**config.mk**
```make
export PLATFORM = sky130hd
export DESIGN_NAME = kwdt_top
export DESIGN_NICKNAME = d
export VERILOG_FILES = /design/src/verilog/kwdt_pkg.sv /design/src/verilog/kwdt_top.sv
export SDC_FILE = /design/constraint.sdc
export NUM_CORES = 1
export LEC_CHECK = 0
export BUFFER_PORTS_ARGS = -buffer_cell sky130_fd_sc_hd__buf_2
export CAP_MARGIN = 10
export CORE_MARGIN = 5
export CORE_UTILIZATION = 53
export DETAILED_ROUTE_END_ITERATION = 8
export PLACE_DENSITY = 0.75
export SLEW_MARGIN = 20
export SYNTH_ARGS = -nofsm -noshare
export SYNTH_HDL_FRONTEND = slang
export SYNTH_SLANG_ARGS = --single-unit
```
**constraint.sdc**
```tcl
create_clock -name clock -period 2 [get_ports clock]
set_clock_uncertainty 0.1 [all_clocks]
set_input_delay 0.2 -clock clock [delete_from_list [all_inputs] [get_ports clock]]
set_output_delay 0.2 -clock clock [all_outputs]
set_load 0.02 [all_outputs]
```
**src/verilog/kwdt_pkg.sv**
```systemverilog
package kwdt_pkg;

  localparam int unsigned DATA_W = 8;
  localparam int unsigned ADDR_W = 3;
  localparam int unsigned CNT_W  = 19;
  localparam int unsigned IRQ_W  = 2;

  localparam logic [ADDR_W-1:0] ADDR_CTRL     = 3'h0;
  localparam logic [ADDR_W-1:0] ADDR_RSTF     = 3'h1;
  localparam logic [ADDR_W-1:0] ADDR_STAT     = 3'h2;
  localparam logic [ADDR_W-1:0] ADDR_IRQ_ST   = 3'h3;
  localparam logic [ADDR_W-1:0] ADDR_IRQ_MASK = 3'h4;
  localparam logic [ADDR_W-1:0] ADDR_CNT_LO   = 3'h5;
  localparam logic [ADDR_W-1:0] ADDR_CNT_MID  = 3'h6;
  localparam logic [ADDR_W-1:0] ADDR_CNT_HI   = 3'h7;

  localparam logic [DATA_W-1:0] CTRL_POR  = 8'h53;
  localparam logic [4:0]        KEY_A     = 5'h0a;
  localparam logic [4:0]        KEY_B     = 5'h15;
  localparam logic [DATA_W-1:0] ZERO_BYTE = 8'h00;

  localparam int unsigned RSTF_CTRL_FAULT_BIT = 0;
  localparam int unsigned RSTF_LV_CTRL_BIT    = 1;
  localparam int unsigned RSTF_LV_RESET_BIT   = 2;

  localparam int unsigned STAT_EXPIRY_BIT  = 0;
  localparam int unsigned STAT_ENABLED_BIT = 1;
  localparam int unsigned STAT_PENDING_BIT = 2;

  localparam int unsigned IRQ_OVF_BIT = 0;
  localparam int unsigned IRQ_KEY_BIT = 1;

  localparam logic [CNT_W-1:0] CNT_ZERO = 19'h0_0000;
  localparam logic [CNT_W-1:0] TERM_2P8  = 19'h0_00ff;
  localparam logic [CNT_W-1:0] TERM_2P10 = 19'h0_03ff;
  localparam logic [CNT_W-1:0] TERM_2P12 = 19'h0_0fff;
  localparam logic [CNT_W-1:0] TERM_2P14 = 19'h0_3fff;
  localparam logic [CNT_W-1:0] TERM_2P15 = 19'h0_7fff;
  localparam logic [CNT_W-1:0] TERM_2P16 = 19'h0_ffff;
  localparam logic [CNT_W-1:0] TERM_2P17 = 19'h1_ffff;
  localparam logic [CNT_W-1:0] TERM_2P18 = 19'h3_ffff;

  localparam int unsigned CLK_FREQ_HZ     = 10000000;
  localparam int unsigned FAULT_DELAY_US  = 100;
  localparam int unsigned FAULT_DELAY_CYC = (FAULT_DELAY_US * (CLK_FREQ_HZ / 1000000));
  localparam int unsigned DLY_W           = 16;

  typedef struct packed {
    logic [4:0] key;
    logic [2:0] tsel;
  } kwdt_ctrl_t;

  typedef struct packed {
    logic [ADDR_W-1:0] addr;
    logic [DATA_W-1:0] wdata;
    logic              wr;
    logic              rd;
  } kwdt_bus_req_t;

  typedef enum logic {
    KW_RUN,
    KW_FAULT_WAIT
  } kwdt_state_t;

  function automatic logic [CNT_W-1:0] kwdt_terminal(input logic [2:0] sel);
    logic [CNT_W-1:0] t;
    t = TERM_2P8;
    unique case (sel)
      3'h0: t = TERM_2P8;
      3'h1: t = TERM_2P10;
      3'h2: t = TERM_2P12;
      3'h3: t = TERM_2P14;
      3'h4: t = TERM_2P15;
      3'h5: t = TERM_2P16;
      3'h6: t = TERM_2P17;
      3'h7: t = TERM_2P18;
    endcase
    return t;
  endfunction

endpackage

```
**src/verilog/kwdt_top.sv**
```systemverilog
`timescale 1ns/10ps

// Overview of operation
// - counter advances only on edges of the low-speed oscillator, never per system clock.
// - timeout select picks overflow at 2^8,10,12,14,15,16,17 or 18 oscillator periods.
// - watchdog counts whenever the enable key holds 01010 or 10101 and no key fault delay is pending.
// - any other key value causes a full device reset after the fault delay.
// - key fault reset sets flag bit 0; cleared only by software, zero at power-on.
// - control register powers up as 0x53: key 01010, timeout select 011.
// - overflow in normal running resets the device and sets the expiry flag.
// - overflow in sleep or idle sets expiry flag, resets only program counter and stack.
// - count clears on invalid key, watchdog clear instruction, or sleep entry.
// - exactly one dedicated clear instruction input clears the count.
// - flag register bits 7-3 read zero; bit 2 low voltage reset, bit 1 low voltage control fault.
module kwdt_top #(
  parameter int unsigned FAULT_DELAY_CYCLES = kwdt_pkg::FAULT_DELAY_CYC
) (
  input  wire logic                            clock,
  input  wire logic                            reset_n,
  input  wire logic                            low_speed_internal_osc,
  input  wire kwdt_pkg::kwdt_bus_req_t         bus_req,
  output logic [kwdt_pkg::DATA_W-1:0]          bus_rdata,
  input  wire logic                            watchdog_clear_instruction,
  input  wire logic                            sleep_entry_instruction,
  input  wire logic                            sleep_or_idle,
  input  wire logic                            low_voltage_reset_event,
  input  wire logic                            low_voltage_ctrl_fault_event,
  output logic                                 device_reset,
  output logic                                 pc_sp_reset,
  output logic                                 watchdog_expiry_flag,
  output logic                                 irq
);
  import kwdt_pkg::*;

  localparam logic [DLY_W-1:0] DELAY_LOAD = DLY_W'(FAULT_DELAY_CYCLES - 1);

  kwdt_ctrl_t        ctrl_reg;
  logic [2:0]        rstf_reg;
  logic              expiry_reg;
  logic [IRQ_W-1:0]  irq_status_reg;
  logic [IRQ_W-1:0]  irq_mask_reg;
  logic [CNT_W-1:0]  count_reg;
  logic [DLY_W-1:0]  delay_reg;
  kwdt_state_t       state_reg;
  logic [DATA_W-1:0] rdata_reg;
  logic              irq_reg;
  logic              device_reset_reg;
  logic              pc_sp_reset_reg;

  logic              osc_meta_reg;
  logic              osc_sync_reg;
  logic              osc_prev_reg;

  logic              osc_tick;
  logic              key_valid;
  logic              fault_fire;
  logic              overflow;
  logic              count_clear;
  logic [DATA_W-1:0] rdata_next;
  logic [IRQ_W-1:0]  irq_events;
  logic              wr_ctrl;
  logic              wr_rstf;
  logic              wr_irq_st;
  logic              wr_irq_mask;

  // oscillator is asynchronous to clock; two flops before any use
  always_ff @(posedge clock) begin
    if (!reset_n) begin
      osc_meta_reg <= 1'b0;
      osc_sync_reg <= 1'b0;
    end else begin
      osc_meta_reg <= low_speed_internal_osc;
      osc_sync_reg <= osc_meta_reg;
    end
  end

  always_ff @(posedge clock) begin
    if (!reset_n) begin
      osc_prev_reg <= 1'b0;
    end else begin
      osc_prev_reg <= osc_sync_reg;
    end
  end

  // one enable pulse per oscillator rising edge; osc must stay below clock/4
  assign osc_tick = osc_sync_reg & ~osc_prev_reg;

  assign key_valid = (ctrl_reg.key == KEY_A) || (ctrl_reg.key == KEY_B);

  assign wr_ctrl     = bus_req.wr && (bus_req.addr == ADDR_CTRL);
  assign wr_rstf     = bus_req.wr && (bus_req.addr == ADDR_RSTF);
  assign wr_irq_st   = bus_req.wr && (bus_req.addr == ADDR_IRQ_ST);
  assign wr_irq_mask = bus_req.wr && (bus_req.addr == ADDR_IRQ_MASK);

  assign fault_fire = (state_reg == KW_FAULT_WAIT) && (delay_reg == '0);

  assign overflow = osc_tick && key_valid && (state_reg == KW_RUN)
                    && (count_reg == kwdt_terminal(ctrl_reg.tsel));

  // any clear, fault or overflow restarts the count at zero
  assign count_clear = watchdog_clear_instruction
                       || sleep_entry_instruction
                       || !key_valid
                       || fault_fire
                       || overflow;

  // control register; a firing key fault restores the power-on value so the
  // device comes back with a valid key instead of looping through resets
  always_ff @(posedge clock) begin
    if (!reset_n) begin
      ctrl_reg <= kwdt_ctrl_t'(CTRL_POR);
    end else if (fault_fire) begin
      ctrl_reg <= kwdt_ctrl_t'(CTRL_POR);
    end else if (wr_ctrl) begin
      ctrl_reg <= kwdt_ctrl_t'(bus_req.wdata);
    end
  end

  // fault sequencer: invalid key waits out the delay, then resets the device
  always_ff @(posedge clock) begin
    if (!reset_n) begin
      state_reg <= KW_RUN;
      delay_reg <= '0;
    end else begin
      unique case (state_reg)
        KW_RUN: begin
          if (!key_valid) begin
            state_reg <= KW_FAULT_WAIT;
            delay_reg <= DELAY_LOAD;
          end
        end
        KW_FAULT_WAIT: begin
          if (delay_reg == '0) begin
            state_reg <= KW_RUN;
          end else begin
            delay_reg <= delay_reg - 1'b1;
          end
        end
      endcase
    end
  end

  // watchdog counter, advanced only by oscillator ticks
  always_ff @(posedge clock) begin
    if (!reset_n) begin
      count_reg <= CNT_ZERO;
    end else if (count_clear) begin
      count_reg <= CNT_ZERO;
    end else if (osc_tick && key_valid && (state_reg == KW_RUN)) begin
      count_reg <= count_reg + 1'b1;
    end
  end

  // reset outputs are one-cycle pulses
  always_ff @(posedge clock) begin
    if (!reset_n) begin
      device_reset_reg <= 1'b0;
      pc_sp_reset_reg  <= 1'b0;
    end else begin
      device_reset_reg <= fault_fire || (overflow && !sleep_or_idle);
      pc_sp_reset_reg  <= overflow && sleep_or_idle;
    end
  end

  // expiry flag: set wins over a clear instruction in the same cycle
  always_ff @(posedge clock) begin
    if (!reset_n) begin
      expiry_reg <= 1'b0;
    end else if (overflow) begin
      expiry_reg <= 1'b1;
    end else if (watchdog_clear_instruction) begin
      expiry_reg <= 1'b0;
    end
  end

  // reset cause flags: hardware sets, software writes a zero to clear
  always_ff @(posedge clock) begin
    if (!reset_n) begin
      rstf_reg <= '0;
    end else begin
      if (fault_fire) begin
        rstf_reg[RSTF_CTRL_FAULT_BIT] <= 1'b1;
      end else if (wr_rstf && !bus_req.wdata[RSTF_CTRL_FAULT_BIT]) begin
        rstf_reg[RSTF_CTRL_FAULT_BIT] <= 1'b0;
      end
      if (low_voltage_ctrl_fault_event) begin
        rstf_reg[RSTF_LV_CTRL_BIT] <= 1'b1;
      end else if (wr_rstf && !bus_req.wdata[RSTF_LV_CTRL_BIT]) begin
        rstf_reg[RSTF_LV_CTRL_BIT] <= 1'b0;
      end
      if (low_voltage_reset_event) begin
        rstf_reg[RSTF_LV_RESET_BIT] <= 1'b1;
      end else if (wr_rstf && !bus_req.wdata[RSTF_LV_RESET_BIT]) begin
        rstf_reg[RSTF_LV_RESET_BIT] <= 1'b0;
      end
    end
  end

  always_comb begin
    irq_events              = '0;
    irq_events[IRQ_OVF_BIT] = overflow;
    irq_events[IRQ_KEY_BIT] = fault_fire;
  end

  // sticky interrupt status, write one to clear; a new event beats the clear
  always_ff @(posedge clock) begin
    if (!reset_n) begin
      irq_status_reg <= '0;
    end else if (wr_irq_st) begin
      irq_status_reg <= (irq_status_reg & ~bus_req.wdata[IRQ_W-1:0]) | irq_events;
    end else begin
      irq_status_reg <= irq_status_reg | irq_events;
    end
  end

  always_ff @(posedge clock) begin
    if (!reset_n) begin
      irq_mask_reg <= '0;
    end else if (wr_irq_mask) begin
      irq_mask_reg <= bus_req.wdata[IRQ_W-1:0];
    end
  end

  always_ff @(posedge clock) begin
    if (!reset_n) begin
      irq_reg <= 1'b0;
    end else begin
      irq_reg <= |(irq_status_reg & irq_mask_reg);
    end
  end

  // read mux; unmapped bits and idle cycles read zero
  always_comb begin
    rdata_next = ZERO_BYTE;
    if (bus_req.rd) begin
      unique case (bus_req.addr)
        ADDR_CTRL: begin
          rdata_next = ctrl_reg;
        end
        ADDR_RSTF: begin
          rdata_next[RSTF_LV_RESET_BIT:0] = rstf_reg;
        end
        ADDR_STAT: begin
          rdata_next[STAT_EXPIRY_BIT]  = expiry_reg;
          rdata_next[STAT_ENABLED_BIT] = key_valid;
          rdata_next[STAT_PENDING_BIT] = (state_reg == KW_FAULT_WAIT);
        end
        ADDR_IRQ_ST: begin
          rdata_next[IRQ_W-1:0] = irq_status_reg;
        end
        ADDR_IRQ_MASK: begin
          rdata_next[IRQ_W-1:0] = irq_mask_reg;
        end
        ADDR_CNT_LO: begin
          rdata_next = count_reg[DATA_W-1:0];
        end
        ADDR_CNT_MID: begin
          rdata_next = count_reg[2*DATA_W-1:DATA_W];
        end
        ADDR_CNT_HI: begin
          rdata_next[CNT_W-2*DATA_W-1:0] = count_reg[CNT_W-1:2*DATA_W];
        end
      endcase
    end
  end

  // count bytes are read one at a time and may tear across an oscillator tick
  always_ff @(posedge clock) begin
    if (!reset_n) begin
      rdata_reg <= ZERO_BYTE;
    end else begin
      rdata_reg <= rdata_next;
    end
  end

  assign bus_rdata            = rdata_reg;
  assign irq                  = irq_reg;
  assign device_reset         = device_reset_reg;
  assign pc_sp_reset          = pc_sp_reset_reg;
  assign watchdog_expiry_flag = expiry_reg;

endmodule // kwdt_top

```
==> flow_metrics.env <==
export IMPL_result_of_the_run="completed"
export IMPL_cts_htree_levels=3
export IMPL_synthesis_instances=405
export IMPL_power_density_nw_per_um2=845.5
export IMPL_nNetsFinal=505
export IMPL_layout_drive_gt1_share=0.2587
export IMPL_power_net_switching_w=0.001033
export IMPL_worstPathMaxFanout=4
export IMPL_timing_critical_path_from_type="flop"
export IMPL_maxSlewViolCount=0
export IMPL_number_of_buffers_inserted_during_clock_tree_synthesis=9
export IMPL_routed_via_density=5.846
export IMPL_detail_route_wirelength_microns=9074
export IMPL_asyncSetResetFlopFracSynth=0
export IMPL_largest_register_ffs=19
export IMPL_cts_sink_count=73
export IMPL_synth_edf_count=0
export IMPL_mostFrequentLayoutCell="sky130_fd_sc_hd__dfxtp_1"
export IMPL_ys_ff_latch=73
export IMPL_power_share_switching=0.2765
export IMPL_initial_antenna_violation_count=0
export IMPL_critical_path_top_delay_cell="sky130_fd_sc_hd__or3_4"
export IMPL_clkSlewWorstSetupHoldPaths_ps=80
export IMPL_stdcell_count=564
export IMPL_syn2layout_area_growth_pct=25.70
export IMPL_period_minus_slack_ps=1981
export IMPL_vias=3297
export IMPL_antenna_diode_count=0
export IMPL_tritoncts="yes"
export IMPL_finalHoldViolCount=0
export IMPL_placed_cells_incl_taps=539
export IMPL_netlist_area_sq_um=3515
export IMPL_grt_pass1_vias=3231
export IMPL_timing_max_cap_violations=0
export IMPL_preCtsSetupSlack_ps=36.33
export IMPL_finalCritPeriodShare=0.9905
export IMPL_worst_skew_pair_late_latency_ps=350
export IMPL_synth_cell_types=58
export IMPL_design_portCount=33
export IMPL_global_route_wire_length_before_repair_microns=15270
export IMPL_p_seq_frac=0.430
export IMPL_vdd_ir_drop_worst_uv=698.4
export IMPL_critPathMaxStageDelay_ps=390
export IMPL_port_buffers=32
export IMPL_final_setup_worst_slack_ps=19.07
export IMPL_setup_viol_count_final=0
export IMPL_pwr_share_clk=0.372
export IMPL_synth_seq_area_share=0.4158
export IMPL_power_leakage_nw=1.685
export IMPL_rows=29
export IMPL_floorplan_initialDensity=0.5504
export IMPL_dominant_register_cell_in_the_synthesized_netlist="sky130_fd_sc_hd__dfxtp_1"
export IMPL_pin_count_of_the_biggest_net_entering_global_routing=20
export IMPL_worst_endpoint_arrival_ps=2160
export IMPL_die_w_microns=91.44
export IMPL_gpl_final_weighted_congestion=0.8728
export IMPL_cts_max_path_buffers=2
export IMPL_worstPathCellList="or3_4, a2111oi_4, nand3_2, or3_1, a21oi_1"
export IMPL_post_drt_wl_per_cell_microns=16.09
export IMPL_groute_usage_overall=0.2235
export IMPL_residual_drc=0
export IMPL_timing_hold_worst_class="input pin to flop"
export IMPL_synthesis_area_per_instance_sq_um=8.678
export IMPL_design_die_area_sq_um=8360
export IMPL_worstMarginPinSlew_ps=424.0
export IMPL_relSlewSlack=0.7092
export IMPL_place_detailed_hpwl_microns=6575
export IMPL_maximum_clock_frequency_ghz=0.5048
export IMPL_critical_path_endpoint_type="flop"
export IMPL_placeableCoreArea_sq_um=6386
export IMPL_mappedNetlistNets=428
export IMPL_yosys_warnings=0
export IMPL_initialDrtViolationCount=203
export IMPL_antenna_violating_nets_post_route=0
export IMPL_cell_internal_pwr_w=0.002703
export IMPL_rsz0062_at_grt="yes"
export IMPL_filler_cell_count=501
export IMPL_kind_of_critical_path="flop to flop"
export IMPL_worst_endpoint_required_ps=2180
export IMPL_grt_ovfl_total=0
export IMPL_share_comb_of_total_power=0.199
export IMPL_root_buffer_selected_by_cts="sky130_fd_sc_hd__clkbuf_8"
export IMPL_die_height_microns=91.44
export IMPL_finalCoreUtilization=0.6918
export IMPL_drt_pass1_iterations=4
export IMPL_commonest_non_fill_non_tap_cells_in_the_layout="sky130_fd_sc_hd__dfxtp_1 (68), sky130_fd_sc_hd__nor2_1 (43), sky130_fd_sc_hd__buf_4 (43)"
final timing paths:
kind	start	to	slack, ps	depth (start not counted)
setup / recovery	count_reg[12]	device_reset	20	5
hold / removal	sleep_or_idle	pc_sp_reset	30	2
setup reg to reg	count_reg[12]	device_reset	20	5
hold reg to reg	osc_meta_reg	osc_sync_reg	340	1
per-layer routing:
metal / GRT usage / vias to the layer above / routed length, microns
met5: 0 / - / 0
met4: 0.09902 / 0 / 223
met3: 0.06364 / 25 / 576
met2: 0.3568 / 116 / 4336
met1: 0.2795 / 1562 / 3937
li1: - / 1594 / -
cells in the mapped netlist, drive strengths merged (5+ instances only):
cell / n / area share
a21oi: 22 / 0.031
nand4: 8 / 0.019
xor2: 15 / 0.037
mux2i: 7 / 0.020
a22oi: 7 / 0.016
nor3: 12 / 0.017
nor2: 44 / 0.047
and2: 12 / 0.021
a211oi: 6 / 0.014
o21ai: 16 / 0.026
or3: 9 / 0.017
clkbuf: 14 / 0.015
nand2: 42 / 0.045
nor4: 14 / 0.029
inv: 9 / 0.0096
xnor2: 17 / 0.042
nand2b: 5 / 0.0089
nand3: 18 / 0.027
buf: 5 / 0.0071
dfxtp: 73 / 0.42
and3: 7 / 0.012
worst max-delay path, delay by kind of cell, from the launching register on:
| family | cells | cell delay [ps] |
|---|---|---|
| simple gates | 3 | 980 |
| compound gates | 2 | 520 |
| flops | 1 | 320 |
power by group through the flow:
stage               combinational (W)  sequential, W  clock [W]
global route                 0.000811        0.00162    0.00149
floorplan                    0.000441        0.00163          0
finish                       0.000742        0.00161    0.00139
detailed placement           0.000696        0.00163          0
CTS                          0.000713        0.00160    0.00142
global placement             0.000679        0.00163          0
stage by stage:
step           power (W)  cell area, sq um  hold WS [ps]  TNS [ps]
2_1_floorplan   0.002067              3522         223.6         0
3_3_place_gp    0.002307              4036         311.3         0
3_5_place_dp    0.002328              4036         313.2         0
4_1_cts         0.003733              4359         4.319         0
5_1_grt         0.003917              4418         42.83    -203.0
6_report        0.003736              4418         27.46         0
final cells by class:
cell class	instances	area (sq um)	area share
multi-input combinational	304	1983	0.4489
sequential	73	1468	0.3322
timing repair buffer	85	594.3	0.1345
clock buffer	9	123.9	0.02804
clock inverter	7	118.9	0.02690
tap	77	96.34	0.02181
inverter	9	33.78	0.007647
cells by family after synthesis:
logic type,count (synthesis),share of synthesized area
compound gates,71,0.1449
xor+xnor,32,0.07974
fa+ha+maj,2,0.007119
buf+inv,28,0.03204
flops,73,0.4158
mux,10,0.03275
simple gates,189,0.2876
what timing repair did:
item / CTS / global route
hold endpoints to repair: 8 / 0
buffers inserted: 0 / 1
endpoints found under the setup margin: 0 / 32
hold buffers: 8 / 0
resized for setup: 0 / 15
Note: power is estimated with default switching activity, not from simulation.
